--- src/core/pmseq_pkg.sv ---
// constants, offsets, field positions and states of the operating mode sequencer
package pmseq_pkg;
   localparam int CLK_PERIOD_NS = 4;
   localparam int RESET_K_NS_PER_NF = 1000000;
   localparam int RESET_CAP_NF = 1;
   localparam int DEGLITCH_NS = 5000000;
   localparam int RESET_CYCLES_DEF = RESET_K_NS_PER_NF * RESET_CAP_NF / CLK_PERIOD_NS;
   localparam int DEGLITCH_CYCLES_DEF = DEGLITCH_NS / CLK_PERIOD_NS;
   localparam logic [31:0] SEQ_CYCLES = 32'h00000010;
   localparam logic [31:0] PG_SETTLE_CYCLES = 32'h00000008;

   localparam logic [7:0] A_CTRL = 8'h00;
   localparam logic [7:0] A_PGSTAT = 8'h04;
   localparam logic [7:0] A_MASK = 8'h08;
   localparam logic [7:0] A_MODE = 8'h0C;
   localparam logic [7:0] A_REGEN = 8'h10;
   localparam logic [7:0] A_PERIPH = 8'h14;
   localparam logic [7:0] A_BUCK = 8'h18;

   localparam int CTRL_STBY = 7;
   localparam int CTRL_SLEEP = 6;
   localparam int CTRL_LOADED = 1;
   localparam int CTRL_SWRST = 0;

   localparam logic [7:0] MASK_RST = 8'hFF;
   localparam logic [7:0] REGEN_RST = 8'h01;
   localparam logic [31:0] PERIPH_RST = 32'h00000000;
   localparam logic [31:0] BUCK_RST = 32'h00000000;
   localparam int BUCK_ONE_LSB = 0;
   localparam int BUCK_TWO_LSB = 8;
   localparam int BUCK_ONE_STBY_LSB = 16;
   localparam int BUCK_TWO_STBY_LSB = 24;
   localparam int VSEL_W = 6;

   localparam int PIN_W = 14;
   localparam int PIN_HWRST = 0;
   localparam int PIN_THERM = 1;
   localparam int PIN_SYSLOW = 2;
   localparam int PIN_UVLO = 3;
   localparam int PIN_INPWR = 4;
   localparam int PIN_STBY = 5;
   localparam int PIN_PG_LSB = 6;
   localparam logic [PIN_W-1:0] PIN_RST = 14'h0001;

   typedef enum logic [2:0] {
      ST_NOPWR = 3'b000,
      ST_ENABLE = 3'b001,
      ST_SEQ = 3'b011,
      ST_RESET = 3'b010,
      ST_PGCHK = 3'b110,
      ST_NORMAL = 3'b111,
      ST_SLEEP = 3'b101
   } pmseq_state_e;
endpackage

--- src/core/pmseq_if.sv ---
// conditioned pin levels and hardware reset events
`timescale 1ns/1ps
interface pmseq_if;
   logic [pmseq_pkg::PIN_W-1:0] pins;
   logic hw_qual;
   logic hw_rise;
   modport cond (output pins, output hw_qual, output hw_rise);
   modport seq (input pins, input hw_qual, input hw_rise);
endinterface

--- src/core/pmseq_cond.sv ---
// pin synchronisers and hardware reset deglitch
`timescale 1ns/1ps
module pmseq_cond import pmseq_pkg::*; #(
   parameter int unsigned DEGLITCH_CYCLES = DEGLITCH_CYCLES_DEF
) (
   input wire logic pclk,
   input wire logic presetn,
   input wire logic [PIN_W-1:0] pins_raw,
   pmseq_if.cond sif
);
   logic [PIN_W-1:0] s1_r;
   logic [PIN_W-1:0] s2_r;
   logic [PIN_W-1:0] s3_r;
   logic [PIN_W-1:0] q_r;
   logic [31:0] cnt_r;
   logic qual_r;
   logic rise_r;

   always_ff @(posedge pclk or negedge presetn) begin
      if (!presetn) begin
         s1_r <= PIN_RST;
         s2_r <= PIN_RST;
         s3_r <= PIN_RST;
      end else begin
         s1_r <= pins_raw;
         s2_r <= s1_r;
         s3_r <= s2_r;
      end
   end

   for (genvar i = 0; i < PIN_W; i++) begin : g_pin
      always_ff @(posedge pclk or negedge presetn) begin
         if (!presetn) begin
            q_r[i] <= PIN_RST[i];
         end else if (s2_r[i] == s3_r[i]) begin
            q_r[i] <= s3_r[i];
         end
      end
   end

   // low must persist the deglitch time before it qualifies
   always_ff @(posedge pclk or negedge presetn) begin
      if (!presetn) begin
         cnt_r <= 32'h00000000;
         qual_r <= 1'b0;
         rise_r <= 1'b0;
      end else begin
         rise_r <= q_r[PIN_HWRST] && qual_r;
         if (!q_r[PIN_HWRST]) begin
            if (cnt_r != 32'(DEGLITCH_CYCLES - 1)) begin
               cnt_r <= cnt_r + 32'h00000001;
            end else begin
               qual_r <= 1'b1;
            end
         end else begin
            cnt_r <= 32'h00000000;
            qual_r <= 1'b0;
         end
      end
   end

   assign sif.pins = q_r;
   assign sif.hw_qual = qual_r;
   assign sif.hw_rise = rise_r;
endmodule

--- src/core/pmseq_top.sv ---
// operating mode sequencer with apb register file
// Functional notes
// - reset state drives system reset low for timer
// - ignore power-good in reset; timer ends to check
// - interrupt driver off while reset low
// - check state enables comparators, flags low supplies
// - check ends in sleep on fault, else normal
// - masked supply still reports status, no transition
// - fault mask resets to all masked
// - normal: thermal/lowvolt to sleep, pgfault to nopower
// - normal: software or hardware reset to reset
// - normal: sleep request bit enters sleep
// - software reset keeps register contents
// - sleep drives reset low, defaults some registers
// - sleep disables regulators and sequencing
// - leaving sleep sequences with defaulted values
// - thermal sleep ends only at undervoltage
// - other sleep ends on input power connect
// - input removal then reconnect leaves sleep
// - standby sets buck standby voltages and pfm
// - deglitched hardware low resets, rise starts reset
// - hardware reset low forces register defaults
// - hardware reset or no-power defaults clear loaded flag; sleep keeps it
// - unmasked status toggle is a power-good fault
`timescale 1ns/1ps
module pmseq_top import pmseq_pkg::*; #(
   parameter int unsigned RESET_CYCLES = RESET_CYCLES_DEF,
   parameter int unsigned DEGLITCH_CYCLES = DEGLITCH_CYCLES_DEF
) (
   input wire logic pclk,
   input wire logic presetn,
   input wire logic [7:0] paddr,
   input wire logic psel,
   input wire logic penable,
   input wire logic pwrite,
   input wire logic [31:0] pwdata,
   output logic [31:0] prdata,
   output logic pready,
   output logic pslverr,
   input wire logic hardware_reset_in,
   input wire logic thermal_fault_in,
   input wire logic system_voltage_low_in,
   input wire logic uvlo_in,
   input wire logic input_power_in,
   input wire logic standby_pin_in,
   input wire logic [7:0] supply_below_target,
   input wire logic irq_request,
   output logic system_reset_out,
   output logic int_out,
   output logic int_oe_n,
   output logic pg_comparator_en,
   output logic [7:0] regulator_enable,
   output logic sequencing_active,
   output logic [VSEL_W-1:0] buck_one_vsel,
   output logic [VSEL_W-1:0] buck_two_vsel,
   output logic buck_pfm,
   output logic [31:0] periph_ctrl
);
   pmseq_if sif ();

   pmseq_cond #(
      .DEGLITCH_CYCLES(DEGLITCH_CYCLES)
   ) u_cond (
      .pclk(pclk),
      .presetn(presetn),
      .pins_raw({supply_below_target, standby_pin_in, input_power_in, uvlo_in,
                 system_voltage_low_in, thermal_fault_in, hardware_reset_in}),
      .sif(sif)
   );

   // register index 7 marks an unmapped address
   function automatic logic [2:0] reg_idx(input logic [7:0] a);
      if (a == A_CTRL) begin
         reg_idx = 3'h0;
      end else if (a == A_PGSTAT) begin
         reg_idx = 3'h1;
      end else if (a == A_MASK) begin
         reg_idx = 3'h2;
      end else if (a == A_MODE) begin
         reg_idx = 3'h3;
      end else if (a == A_REGEN) begin
         reg_idx = 3'h4;
      end else if (a == A_PERIPH) begin
         reg_idx = 3'h5;
      end else if (a == A_BUCK) begin
         reg_idx = 3'h6;
      end else begin
         reg_idx = 3'h7;
      end
   endfunction

   pmseq_state_e state_r, state_nxt;
   logic [31:0] cnt_r, periph_r, buck_r, prdata_r;
   logic stby_r, sleep_req_r, loaded_r, swrst_r, sleep_thermal_r, in_gone_r;
   logic [7:0] mask_r, pg_stat_r, pg_prev_r, regen_r, reg_en_out_r;
   logic pready_r, pslverr_r, sys_rst_r, int_oe_n_r, pg_en_r, seq_act_r, pfm_r;
   logic [VSEL_W-1:0] v1_r, v2_r;

   logic hw_low, therm, syslow, uvlo, inpwr, pg_evt, pg_fault;
   logic acc_swrst, acc_sleep, enter_sleep, enter_nopwr, wr, rd, stby_on;
   logic [2:0] idx;

   assign hw_low = !sif.pins[PIN_HWRST];
   assign therm = sif.pins[PIN_THERM];
   assign syslow = sif.pins[PIN_SYSLOW];
   assign uvlo = sif.pins[PIN_UVLO];
   assign inpwr = sif.pins[PIN_INPWR];
   assign idx = reg_idx(paddr);
   assign wr = psel && penable && pwrite && pready_r;
   assign rd = psel && penable && !pwrite && !pready_r;
   assign pg_evt = |((pg_stat_r ^ pg_prev_r) & ~mask_r);
   assign pg_fault = |(pg_stat_r & ~mask_r);
   assign enter_sleep = (state_nxt == ST_SLEEP) && (state_r != ST_SLEEP);
   assign enter_nopwr = (state_nxt == ST_NOPWR) && (state_r != ST_NOPWR);
   assign stby_on = (state_r == ST_NORMAL) && (stby_r || sif.pins[PIN_STBY]);

   always_comb begin
      state_nxt = state_r;
      acc_swrst = 1'b0;
      acc_sleep = 1'b0;
      case (state_r)
         ST_NOPWR: begin
            if (!uvlo) begin
               state_nxt = ST_ENABLE;
            end
         end
         ST_ENABLE: begin
            if (!syslow) begin
               state_nxt = ST_SEQ;
            end
         end
         ST_SEQ: begin
            if (cnt_r == SEQ_CYCLES - 32'h00000001) begin
               state_nxt = ST_RESET;
            end
         end
         ST_RESET: begin
            if (cnt_r == 32'(RESET_CYCLES - 1)) begin
               state_nxt = ST_PGCHK;
            end
         end
         ST_PGCHK: begin
            if (cnt_r == PG_SETTLE_CYCLES - 32'h00000001) begin
               state_nxt = pg_fault ? ST_SLEEP : ST_NORMAL;
            end
         end
         ST_NORMAL: begin
            if (therm || syslow) begin
               state_nxt = ST_SLEEP;
            end else if (pg_evt) begin
               state_nxt = ST_NOPWR;
            end else if (swrst_r) begin
               state_nxt = ST_RESET;
               acc_swrst = 1'b1;
            end else if (sleep_req_r) begin
               state_nxt = ST_SLEEP;
               acc_sleep = 1'b1;
            end
         end
         ST_SLEEP: begin
            if (!sleep_thermal_r && in_gone_r && inpwr) begin
               state_nxt = ST_ENABLE;
            end
         end
         default: begin
            state_nxt = ST_NOPWR;
         end
      endcase
      if (sif.hw_rise && (state_r != ST_NOPWR) && (state_r != ST_SLEEP)) begin
         state_nxt = ST_RESET;
      end
      if (uvlo) begin
         state_nxt = ST_NOPWR;
      end
   end

   always_ff @(posedge pclk or negedge presetn) begin
      if (!presetn) begin
         state_r <= ST_NOPWR;
         cnt_r <= 32'h00000000;
      end else begin
         state_r <= state_nxt;
         if (state_nxt != state_r) begin
            cnt_r <= 32'h00000000;
         end else begin
            cnt_r <= cnt_r + 32'h00000001;
         end
      end
   end

   // sleep cause and input power cycling
   always_ff @(posedge pclk or negedge presetn) begin
      if (!presetn) begin
         sleep_thermal_r <= 1'b0;
         in_gone_r <= 1'b0;
      end else if (enter_sleep) begin
         sleep_thermal_r <= (state_r == ST_NORMAL) && therm;
         in_gone_r <= !inpwr;
      end else if ((state_r == ST_SLEEP) && !inpwr) begin
         in_gone_r <= 1'b1;
      end
   end

   // supply status, sampled only while comparators run
   always_ff @(posedge pclk or negedge presetn) begin
      if (!presetn) begin
         pg_stat_r <= 8'h00;
         pg_prev_r <= 8'h00;
      end else begin
         if ((state_r == ST_PGCHK) || (state_r == ST_NORMAL)) begin
            pg_stat_r <= sif.pins[PIN_PG_LSB +: 8];
         end
         pg_prev_r <= pg_stat_r;
      end
   end

   // control register
   always_ff @(posedge pclk or negedge presetn) begin
      if (!presetn) begin
         stby_r <= 1'b0;
         sleep_req_r <= 1'b0;
         loaded_r <= 1'b0;
         swrst_r <= 1'b0;
      end else if (hw_low || enter_nopwr) begin
         stby_r <= 1'b0;
         sleep_req_r <= 1'b0;
         loaded_r <= 1'b0;
         swrst_r <= 1'b0;
      end else begin
         if (acc_swrst) begin
            swrst_r <= 1'b0;
         end
         if (acc_sleep) begin
            sleep_req_r <= 1'b0;
         end
         if (wr && (idx == 3'h0)) begin
            stby_r <= pwdata[CTRL_STBY];
            sleep_req_r <= pwdata[CTRL_SLEEP];
            loaded_r <= pwdata[CTRL_LOADED];
            swrst_r <= pwdata[CTRL_SWRST];
         end
      end
   end

   // mask and buck settings keep values through sleep and software reset
   always_ff @(posedge pclk or negedge presetn) begin
      if (!presetn) begin
         mask_r <= MASK_RST;
         buck_r <= BUCK_RST;
      end else if (hw_low || enter_nopwr) begin
         mask_r <= MASK_RST;
         buck_r <= BUCK_RST;
      end else if (wr && (idx == 3'h2)) begin
         mask_r <= pwdata[7:0];
      end else if (wr && (idx == 3'h6)) begin
         buck_r <= pwdata;
      end
   end

   // regulator and peripheral controls return to defaults on sleep
   always_ff @(posedge pclk or negedge presetn) begin
      if (!presetn) begin
         regen_r <= REGEN_RST;
         periph_r <= PERIPH_RST;
      end else if (hw_low || enter_nopwr || enter_sleep) begin
         regen_r <= REGEN_RST;
         periph_r <= PERIPH_RST;
      end else if (wr && (idx == 3'h4)) begin
         regen_r <= pwdata[7:0];
      end else if (wr && (idx == 3'h5)) begin
         periph_r <= pwdata;
      end
   end

   // apb slave: one wait state, answer registered
   always_ff @(posedge pclk or negedge presetn) begin
      if (!presetn) begin
         pready_r <= 1'b0;
         prdata_r <= 32'h00000000;
         pslverr_r <= 1'b0;
      end else begin
         pready_r <= psel && penable && !pready_r;
         pslverr_r <= psel && penable && !pready_r && (idx == 3'h7);
         if (rd) begin
            case (idx)
               3'h0: prdata_r <= {24'h000000, stby_r, sleep_req_r, 4'h0, loaded_r, swrst_r};
               3'h1: prdata_r <= {24'h000000, pg_stat_r};
               3'h2: prdata_r <= {24'h000000, mask_r};
               3'h3: prdata_r <= {26'h0000000, sif.hw_qual, sleep_thermal_r, 1'b0, state_r};
               3'h4: prdata_r <= {24'h000000, regen_r};
               3'h5: prdata_r <= periph_r;
               3'h6: prdata_r <= buck_r;
               default: prdata_r <= 32'h00000000;
            endcase
         end else begin
            prdata_r <= 32'h00000000;
         end
      end
   end

   // pin and supply outputs
   always_ff @(posedge pclk or negedge presetn) begin
      if (!presetn) begin
         sys_rst_r <= 1'b0;
         int_oe_n_r <= 1'b1;
         pg_en_r <= 1'b0;
         reg_en_out_r <= 8'h00;
         seq_act_r <= 1'b0;
      end else begin
         sys_rst_r <= ((state_nxt == ST_PGCHK) || (state_nxt == ST_NORMAL))
                      && !sif.hw_qual;
         int_oe_n_r <= !(sys_rst_r && irq_request);
         pg_en_r <= (state_nxt == ST_PGCHK) || (state_nxt == ST_NORMAL);
         seq_act_r <= (state_nxt == ST_SEQ) || (state_nxt == ST_RESET)
                      || (state_nxt == ST_PGCHK) || (state_nxt == ST_NORMAL);
         if ((state_nxt == ST_SLEEP) || (state_nxt == ST_NOPWR) || (state_nxt == ST_ENABLE)) begin
            reg_en_out_r <= 8'h00;
         end else begin
            reg_en_out_r <= regen_r;
         end
      end
   end

   // buck voltage selection
   always_ff @(posedge pclk or negedge presetn) begin
      if (!presetn) begin
         v1_r <= BUCK_RST[BUCK_ONE_LSB +: VSEL_W];
         v2_r <= BUCK_RST[BUCK_TWO_LSB +: VSEL_W];
         pfm_r <= 1'b0;
      end else if (stby_on) begin
         v1_r <= buck_r[BUCK_ONE_STBY_LSB +: VSEL_W];
         v2_r <= buck_r[BUCK_TWO_STBY_LSB +: VSEL_W];
         pfm_r <= 1'b1;
      end else begin
         v1_r <= buck_r[BUCK_ONE_LSB +: VSEL_W];
         v2_r <= buck_r[BUCK_TWO_LSB +: VSEL_W];
         pfm_r <= 1'b0;
      end
   end

   assign prdata = prdata_r;
   assign pready = pready_r;
   assign pslverr = pslverr_r;
   assign system_reset_out = sys_rst_r;
   assign int_out = 1'b0;
   assign int_oe_n = int_oe_n_r;
   assign pg_comparator_en = pg_en_r;
   assign regulator_enable = reg_en_out_r;
   assign sequencing_active = seq_act_r;
   assign buck_one_vsel = v1_r;
   assign buck_two_vsel = v2_r;
   assign buck_pfm = pfm_r;
   assign periph_ctrl = periph_r;
endmodule

--- config.mk ---
export PLATFORM = sky130hd
export DESIGN_NAME = pmseq_top
export DESIGN_NICKNAME = d
export VERILOG_FILES = /design/src/core/pmseq_pkg.sv /design/src/core/pmseq_if.sv /design/src/core/pmseq_cond.sv /design/src/core/pmseq_top.sv
export SDC_FILE = /design/constraint.sdc
export NUM_CORES = 1
export LEC_CHECK = 0
export ABC_CLOCK_PERIOD_IN_PS = 5800
export BUFFER_PORTS_ARGS = -buffer_cell sky130_fd_sc_hd__buf_2
export CORE_ASPECT_RATIO = 1.25
export CORE_MARGIN = 10
export CORE_UTILIZATION = 30
export DETAILED_ROUTE_END_ITERATION = 8
export GPL_TIMING_DRIVEN = 0
export SYNTH_ARGS = -nofsm -noshare
export SYNTH_HDL_FRONTEND = slang
export SYNTH_HIERARCHICAL = 1
export SYNTH_SLANG_ARGS = --single-unit
export TNS_END_PERCENT = 1
--- constraint.sdc ---
create_clock -name pclk -period 5.8 [get_ports pclk]
set_input_delay 0.87 -clock pclk [delete_from_list [all_inputs] [get_ports pclk]]
set_output_delay 0.87 -clock pclk [all_outputs]
set_load 0.02 [all_outputs]
**Word level (Yosys, flattened, before mapping)**

Index checks and enable logic that the tools add are counted.

- ROM bits: 0
- Memories kept: 0
- Bits in latches: 0
- Flip-flop bits (word level): 286
- Input bits: 60
- Bits in writable memories: 0
- Logic and storage cells: 221

- $add $sub $neg: 2
- Div/mod/pow operators: 0
- Bitwise gates (word level): 4
- Shift operators: 0
- Muxes and demuxes: 62
- Equality and inequality tests: 48
- Multipliers: 0
- Magnitude comparators: 0
- Reductions and logical operators: 60

Operator list:

| cell | number |
|---|---|
| 32-bit two-way mux | 10 |
| 32-bit case mux with 7 select lines | 1 |
| 32-bit by 1-bit adder with 32-bit output, second input constant | 2 |
| 3-bit two-way mux | 15 |
| 8-bit two-way mux | 5 |
| 32-bit by 18-bit equality test with 1-bit output, second input constant | 1 |
| 32-bit by 3-bit equality test with 1-bit output, second input constant | 1 |
| 32-bit by 4-bit equality test with 1-bit output, second input constant | 1 |
| 32-bit by 21-bit != test with 1-bit output, second input constant | 1 |
| 3-bit equality test, second input constant | 10 |
| 1-bit two-way mux | 25 |
| 8-bit by 5-bit equality test with 1-bit output, second input constant | 3 |
| 1-bit logical AND | 24 |
| 3-bit case mux with 7 select lines | 1 |
| 3-bit by 2-bit equality test with 1-bit output, second input constant | 6 |
| 8-bit AND | 2 |
| 8-bit by 4-bit equality test with 1-bit output, second input constant | 2 |
| 8-bit OR reduction | 2 |
| 1-bit equality test | 14 |
| 2-bit nonzero test | 7 |
| 6-bit two-way mux | 2 |
| 1-bit logical OR | 11 |
| 3-bit by 1-bit equality test with 1-bit output, second input constant | 3 |
| 3-bit logical NOT | 3 |
| 12 further kinds | 24 |

**Logic depth before layout (Yosys ltp)**

Gate-level depths: netlist (run 1).

- Depth in word-level cells: 14
- Gate-level depth with buffers: 11
- Depth with buffers taken out: 9

**Modules after synthesis**

The synthesis (run 1) kept the hierarchy.

Modules (own cells, without submodules):

| module | area an instance (µm²) | sequential area each (µm²) | instances | cells each |
|---|---|---|---|---|
| pmseq_top | 9,006.1 | 4,892.2 | 1 | 866 |
| pmseq_cond | 3,400.8 | 2,257.2 | 1 | 267 |

**Worst setup path before layout (run 1)**

Ideal clock, no wire load.

- Path kind: input port to flip-flop
- Start point: input paddr[0]
- End point: register periph_r[0] (netlist: periph_ctrl[0])
- Data required time: 5.664 ns
- Path buffers: 3
- Path slack: 2.964 ns
- Stages on the path: 9
- Arrival: 2.700 ns
- Cells stage by stage: or4_1 nor2_1 and3_1 clkbuf_1 and2_1 buf_2 buf_2 mux2i_1 nor3_1

- Cells in the longest elaborated chain, start to end: 12
- Elaborated cells between the ends (all ways): 21

RTL lines:

| what | RTL line | text |
|---|---|---|
| from (decl) | pmseq_top.sv:32 | `input wire logic [7:0] paddr,` |
| 8-bit by 5-bit equality test with 1-bit output | pmseq_top.sv:85 | `end else if (a == A_BUCK) begin` |
| 1-bit two-way mux | pmseq_top.sv:85 |  |
| 2-bit two-way mux | pmseq_top.sv:83 | `end else if (a == A_PERIPH) begin` |
| 2-bit two-way mux | pmseq_top.sv:81 | `end else if (a == A_REGEN) begin` |
| 3-bit two-way mux | pmseq_top.sv:79 | `end else if (a == A_MODE) begin` |
| 3-bit two-way mux | pmseq_top.sv:77 | `end else if (a == A_MASK) begin` |
| 3-bit two-way mux | pmseq_top.sv:75 | `end else if (a == A_PGSTAT) begin` |
| 3-bit two-way mux (*) | pmseq_top.sv:73 | `if (a == A_CTRL) begin` |
| 3-bit equality test, on equally long branches | pmseq_top.sv:268, pmseq_top.sv:270 |  |
| 1-bit logical AND, on equally long branches | pmseq_top.sv:268, pmseq_top.sv:270 |  |
| 2-bit != test (no line) / 2-bit nonzero test (equally long branches) | -- |  |
| 2-bit AND reduction (no line) (*) | -- |  |
| to (signal assigned) | pmseq_top.sv:271 | `periph_r <= pwdata;` |
| to (decl) | pmseq_top.sv:93 | `logic [31:0] cnt_r, periph_r, buck_r, prdata_r;` |

Mark *: on every way between the ends. The rest lies on a longest branch, timed or not.
A chain may end at the register's enable or synchronous reset.

**Final worst setup path (run 1)**

- Start point: input paddr[0]
- End point: register buck_r[31]

- Cells in the longest elaborated chain, start to end: 12
- Elaborated cells between the ends (all ways): 21

RTL lines:

| what | RTL line | text |
|---|---|---|
| 8-bit by 5-bit equality test with 1-bit output | pmseq_top.sv:85 |  |
| 1-bit two-way mux | pmseq_top.sv:85 |  |
| 2-bit two-way mux | pmseq_top.sv:83 |  |
| 2-bit two-way mux | pmseq_top.sv:81 |  |
| 3-bit two-way mux | pmseq_top.sv:79 |  |
| 3-bit two-way mux | pmseq_top.sv:77 |  |
| 3-bit two-way mux | pmseq_top.sv:75 |  |
| 3-bit two-way mux (*) | pmseq_top.sv:73 |  |
| 3-bit by 2-bit equality test with 1-bit output / 3-bit equality test (equally long branches) | pmseq_top.sv:253, pmseq_top.sv:255 |  |
| 1-bit logical AND, on equally long branches | pmseq_top.sv:253, pmseq_top.sv:255 |  |
| 2-bit != test (no line) / 2-bit nonzero test (equally long branches) | -- |  |
| 2-bit AND reduction (no line) (*) | -- |  |
| to (signal assigned) | pmseq_top.sv:256 | `buck_r <= pwdata;` |
| to (decl) | pmseq_top.sv:93 |  |

Marks and branches as above.

==> results of run 1 <==
-- routing by layer --
metal | up-vias | global-route usage
met5 | - | 0
met2 | 288 | 0.237
met3 | 56 | 0.0232
met1 | 4695 | 0.172
met4 | 0 | 0.0332
li1 | 4423 | -
-- Yosys cell counts, types with 2 or more instances --
library cell,count
dfrtp_1,271
nand2_1,121
nor3_1,74
nand3_1,71
nor2_1,57
mux2i_1,56
a21oi_1,43
clkbuf_1,42
a22oi_1,32
a21oi_2,30
xor2_1,23
inv_1,22
xnor2_1,21
or4_1,20
and3_1,17
nand4_1,17
o21ai_0,17
mux2_2,16
and2_1,14
dfstp_2,14
maj3_1,14
o31ai_1,14
buf_2,11
nor4_1,11
nor2b_1,10
a222oi_1,7
buf_1,7
nor3b_1,7
and4_1,6
o22ai_1,6
or3_1,5
buf_6,4
nand2b_1,4
nor4_2,3
nor4b_1,3
and4b_1,2
buf_4,2
ha_1,2
inv_2,2
nand4b_1,2
or2_2,2
or3_2,2
-- power breakdown --
group	leakage (nW)	internal (mW)	total [mW]	switching [mW]
clock network	0.503	1.16	1.95	0.796
logic	2.33	0.0822	0.297	0.215
registers	3.81	2.03	2.06	0.0297
-- final timing paths --
kind                                        end  depth (start not counted)       startpoint  slack (ps)
worst min register to register  u_cond/s2_r[13]                          0  u_cond/s1_r[13]         350
min in group pclk               u_cond/s2_r[13]                          0  u_cond/s1_r[13]         350
worst max-delay path                 buck_r[31]                          8         paddr[0]        2600
worst min-delay path                 prdata[29]                          1          presetn         270
worst max register to register      sleep_req_r                          9        cnt_r[20]        2740
max in group asynchronous       u_cond/s1_r[13]                          2          presetn        4520
-- state kept, by name (all words and copies together), names as in the netlist, 14 cells and up --
signal / flops
periph_ctrl: 32
cnt_r: 32
u_cond/cnt_r: 32
u_cond/s3_r: 14
u_cond/s2_r: 14
prdata: 32
buck_r: 32
u_cond/sif.pins: 14
u_cond/s1_r: 14
-- final cells by class --
cell class              count  area share
diodes                      1    0.000168
plain buffers              66      0.0200
clock buffers              43      0.0597
clock inverters            13     0.00855
inverters                  25     0.00637
multi-input cells         757       0.326
flip-flops and latches    285       0.479
well taps                 552      0.0463
repair buffers            151      0.0543
-- metrics by stage --
| stage | instances | setup TNS, ps | power, mW | setup WS (ps) | util |
|---|---|---|---|---|---|
| 2_1_floorplan | 1133 | 0 | 2.24 | 2960 | - |
| 3_3_place_gp | 1834 | -391730 | 2.38 | -1460 | 0.337 |
| 3_5_place_dp | 1836 | 0 | 2.39 | 2070 | 0.339 |
| 4_1_cts | 1892 | 0 | 4.36 | 2650 | 0.364 |
| 5_1_grt | 1892 | 0 | 4.48 | 2540 | 0.364 |
| 6_report | 1893 | 0 | 4.31 | 2600 | 0.364 |
-- kinds of logic (layout without fill, tap and decap cells) --
logic type	count (synthesis)	in the layout	synth area share
and+or+nand+nor	456	456	0.191
adders and majority gates	16	16	0.0133
muxes	72	72	0.0597
buffers and inverters	91	298	0.0318
AOI/OAI and AO/OA	168	168	0.0969
DFF	285	285	0.576
xor gates and xnor gates	44	44	0.0311
other	1	2	0.000302
==> results.md, run 1 <==
* Post-CTS resize count at 0
* Global-route usage over all layers at 0.136
* Mapped Nets at 1195
* Yosys Warn Count at 6
* Initial Util at 0.302
* Initial antenna violation count at 0
* Max-cap viol count at 0
* Post-synthesis async set-or-reset flop share at 1.00
* Pleak at 6.64 nW
* Area of the multi-input gates at 4860 sq um
* CP Buf/Inv Count at 3
* IO Pins at 152
* Crit path max-delay family: simple AND/OR/NAND/NOR gates
* Commonest cells after routing, fill and taps aside: dfrtp_1, buf_2, nand2_1, nor3_1, nand3_1
* Number of buffers added on ports at 149
* Design area at 14900 sq um
* Top layer reached by signal wires: met4
* Register area share after synthesis at 0.576
* Slew Viols, Final at 0
* Syn Std Cell Area at 12400 sq um
* CTS tree: built
* WL met3 at 2.16 mm
* Seq. cell area at 7150 sq um
* Die span in y at 247 um
* Hold WS at 275 ps
* Synth cell types at 71
* Power Dens Cells at 288 nW/um^2
* Die width at 202 um
* GR Overflow Total at 0
* Hold buffer count at CTS at 0
* Post-DP Area at 13900 sq um
* CP Cell Sequence: buf_2 > or4_1 > nor3_1 > and3_1 > buf_2 > buf_1 > nand3_1 > a21oi_2
* Number of global-route vias before repair at 9826
* Setup CP Type: in2reg
* TritonCTS Buffers at 31
* Global-route wire length before repair at 55.7 mm
* Hpwl dp at 25.9 mm
* Clock Latency Late Sink at 570 ps
* Peak supply drop at 0.209 mV
* FMAX at 313 MHz
* Met2 WL at 17.0 mm
* Run status: finished, final reports clean
* Worst slew pin tran at 855 ps
* Commonest non-fill, non-tap cell in the layout: dfrtp_1
* Min-Delay Path Class: in2async
* Largest net degree at the start of global routing at 109
* Nets at 1379
* Area leader, netlist: dfrtp_1
* Vias at 9462
* CP arrival at 3690 ps
* H-tree levels at 1
* Remaining antenna violation count at 0
* Part of the cycle the worst path needs at 0.551
* Via-to-Cell Ratio at 5.00
* Startpoint types: input pin
* Post-synth top area share at 0.547
* Prevailing post-synth register cell: dfrtp_1
* Post-CTS setup buffers at 0
* Final hold violations at 0
* Slowest cell on the critical path: nor3_1
* WL/cell at 18.5 um
* #FFs+latches synth at 285
* Share of layout cells above drive strength 1 at 0.222
* Syn-to-layout area delta at 20.3%
* Post-Syn Instances at 1133
* Max_slew headroom at 0.428
* Synth area leaders: dfrtp_1, mux2i_1, nand2_1
* Clock sinks at 285
* CP dominant cell by count: buf_2
* Setup crit end kind: flop
* CP Max Fanout at 10
* Core ar. at 41000 sq um
* Drt initial violations at 571
* Rows at 83
* Post-synth EDFFs at 0
* GPL Wtd Cong at 0.895
* CTS max path bufs at 3
* Clock skew at 26.6 ps
* CP max stage delay at 680 ps
* Die area at 49900 sq um
* Fill cell count at 4072
* Tmin final at 3200 ps
* Final WL at 35.0 mm
* WP data required at 6300 ps
* Clock transition at the registers of the reported paths at 60 ps
* Synthesized area per cell at 11.0 sq um
* DR DRC count at 0
* RSZ-0062 raised after global routing: false
* CTS Root Cell: clkbuf_16
* Pre-antenna DRT Iters at 5
* M1 wire length at 15.1 mm
* Setup violators final at 0
(Power assumes the default switching activity.)
==> run 2: changes to the inputs <==
--- a/config.mk
+++ b/config.mk
@@ -5,7 +5,7 @@
 export SDC_FILE = /design/constraint.sdc
 export NUM_CORES = 1
 export LEC_CHECK = 0
-export ABC_CLOCK_PERIOD_IN_PS = 5800
+export ABC_CLOCK_PERIOD_IN_PS = 2800
 export BUFFER_PORTS_ARGS = -buffer_cell sky130_fd_sc_hd__buf_2
 export CORE_ASPECT_RATIO = 1.25
 export CORE_MARGIN = 10
==> constraint.sdc (replaced) <==
create_clock -name pclk -period 2.8 [get_ports pclk]
set_input_delay 0.42 -clock pclk [delete_from_list [all_inputs] [get_ports pclk]]
set_output_delay 0.42 -clock pclk [all_outputs]
set_load 0.02 [all_outputs]
==> run 2 against run 1 <==
  * Utilization grew 0.61 points
  * Via count grew 1.3%
  * Clock power grew 110%
  * Total power grew 110%
  * Largest power group unchanged
==> results.md, run 2 (synthesized netlist as in run 1, its figures left out) <==
* Pleak at 6.76 nW (was 6.64 nW)
* Startpoint types: flop (was input pin)
* Inserted Diodes at 0 (was 1)
* Part of the cycle the worst path needs at 0.991
* Drt initial violations at 588 (was 571)
* Via-to-Cell Ratio at 5.02 (was 5.00)
* GR Overflow Total at 0 (unchanged)
* Setup WS pre-CTS at -476 ps (was 2070 ps)
* Run status: finished, final reports clean (unchanged)
* Die span in y at 247 um (unchanged)
* Core ar. at 41000 sq um (unchanged)
* FF-to-FF End: periph_ctrl[13] (was sleep_req_r)
* Commonest non-fill, non-tap cell in the layout: dfrtp_1 (unchanged)
* Initial Util at 0.302 (unchanged)
* Area of the multi-input gates at 4910 sq um (was 4860 sq um)
* Initial antenna violation count at 0 (unchanged)
* Remaining antenna violation count at 0 (unchanged)
* FF-to-FF Start: cnt_r[20] (unchanged)
* Setup CP Type: reg2reg (was in2reg)
* Clock skew at 25.8 ps (was 26.6 ps)
* Seq. cell area at 7150 sq um (about the same)
* DR DRC count at 0 (unchanged)
* H-tree levels at 1 (unchanged)
* Worst slew pin tran at 833 ps (was 855 ps)
* Largest net degree at the start of global routing at 109 (unchanged)
* Hold path endpoint: buck_r[22]
* Tmin final at 2770 ps
* Final hold violations at 0 (unchanged)
* FMAX at 360 MHz
* Final WL at 35.2 mm (was 35.0 mm)
* Global-route usage over all layers at 0.137 (was 0.136)
* Commonest cells after routing, fill and taps aside: dfrtp_1, buf_2, nand2_1, nor3_1, nand3_1 (unchanged)
* Fill cell count at 4053 (was 4072)
* Number of global-route vias before repair at 9904 (was 9826)
* R2R depth at 10 (was 9)
* Hold Path Depth at 3
* Setup crit end kind: flop (unchanged)
* Dpl cells at 1836 (unchanged)
* Max-cap viol count at 0 (unchanged)
* Syn-to-layout area delta at 22.3% (was 20.3%)
* Die area at 49900 sq um (unchanged)
* WP data required at 3250 ps (was 6300 ps)
* Number of buffers added on ports at 149 (unchanged)
* CP Max Fanout at 10 (unchanged)
* Share of layout cells above drive strength 1 at 0.233 (was 0.222)
* CTS max path bufs at 3 (unchanged)
* Fin cells at 1910 (was 1893)
* Setup violators final at 0 (unchanged)
* CTS Root Cell: clkbuf_16 (unchanged)
* GPL Wtd Cong at 0.895 (unchanged)
* Max_slew headroom at 0.442 (was 0.428)
* Power Dens Cells at 591 nW/um^2 (was 288 nW/um^2)
* TritonCTS Buffers at 31 (unchanged)
* Clock transition at the registers of the reported paths at 60 ps (about the same)
* R2r setup slk at 30 ps (was 2740 ps)
* Vias at 9589 (was 9462)
* Global-route wire length before repair at 56.0 mm (was 55.7 mm)
* Rows at 83 (unchanged)
* Hpwl dp at 25.9 mm (unchanged)
* Slew Viols, Final at 0 (unchanged)
* Peak supply drop at 0.431 mV (was 0.209 mV)
* Clock Latency Late Sink at 570 ps (about the same)
* Nets at 1397 (was 1379)
* Min-Delay Path Class: in2reg (was in2async)
* Worst setup margin at 25.8 ps (was 2600 ps)
* WL/cell at 18.4 um (was 18.5 um)
* Pre-antenna DRT Iters at 5 (unchanged)
* CTS tree: built (unchanged)
* IO Pins at 152 (unchanged)
* Worst Hold Launch: pwdata[22]
* Clock sinks at 285 (unchanged)
* RSZ-0062 raised after global routing: true (was false)
* Die width at 202 um (unchanged)
* CP arrival at 3230 ps (was 3690 ps)
* Final Core Density at 0.370 (was 0.364)
-- run 2: stage by stage --
step | instance area [sq um] | hold slack (ps) | TNS (ps) | power, mW
2_1_floorplan | 12400 | 124 | 0 | 4.65
3_3_place_gp | 13800 | 336 | -1142610 | 4.94
3_5_place_dp | 13900 | 335 | -31030 | 4.96
6_report | 15200 | 122 | 0 | 8.97
5_1_grt | 15200 | 113 | -1440 | 9.34
4_1_cts | 15100 | 111 | -1680 | 9.08
-- run 2: cell type report --
type                    count  share of cell area
flip-flops and latches    285               0.471
plain buffers              66              0.0218
repair buffers            169              0.0650
inverters                  25             0.00626
clock buffers              43              0.0587
clock inverters            13             0.00841
multi-input cells         757               0.323
well taps                 552              0.0455
-- run 2: worst max-delay path, cell delays in order (launching register included) --
cell and delay (ps):
dfrtp_1 420, nor4_2 320, nand3_1 220, or4_4 600, o211ai_2 110, nand2_1 150, clkinv_2 160, a31o_2 230
buf_6 180, buf_4 200, nor3_1 70
-- run 2: worst max-delay path by stage --
stage,start,end,slack [ps],cells past startpoint
floorplan,cnt_r[5],sleep_req_r,340,9
detailed placement,paddr[0],buck_r[31],-480,8
global placement,presetn,u_cond/s1_r[8],-4010,1
CTS,cnt_r[20],periph_ctrl[13],-170,10
global route,cnt_r[20],periph_ctrl[11],-100,10
finish,cnt_r[20],periph_ctrl[13],30,10
-- run 2: layer usage --
metal,GRT usage,vias to the layer above,part of all wire
met5,0,-,0
met4,0.0348,0,0.023
met3,0.0239,59,0.062
met2,0.238,299,0.48
met1,0.172,4765,0.43
li1,-,4466,-
-- run 2: what timing repair did --
item                                    in CTS  in global routing
buffers inserted                             2                  0
pin swaps                                    1                  1
resized for setup                           14                 17
endpoints found under the setup margin     106                113
endpoints found under the hold margin       94                  0
hold buffers                                16                  0
-- run 2: report_power, final --
| part | switching [mW] | internal (mW) | total (mW) |
|---|---|---|---|
| clock | 1.65 | 2.39 | 4.05 |
| sequential | 0.0614 | 4.20 | 4.26 |
| combinational | 0.455 | 0.210 | 0.666 |
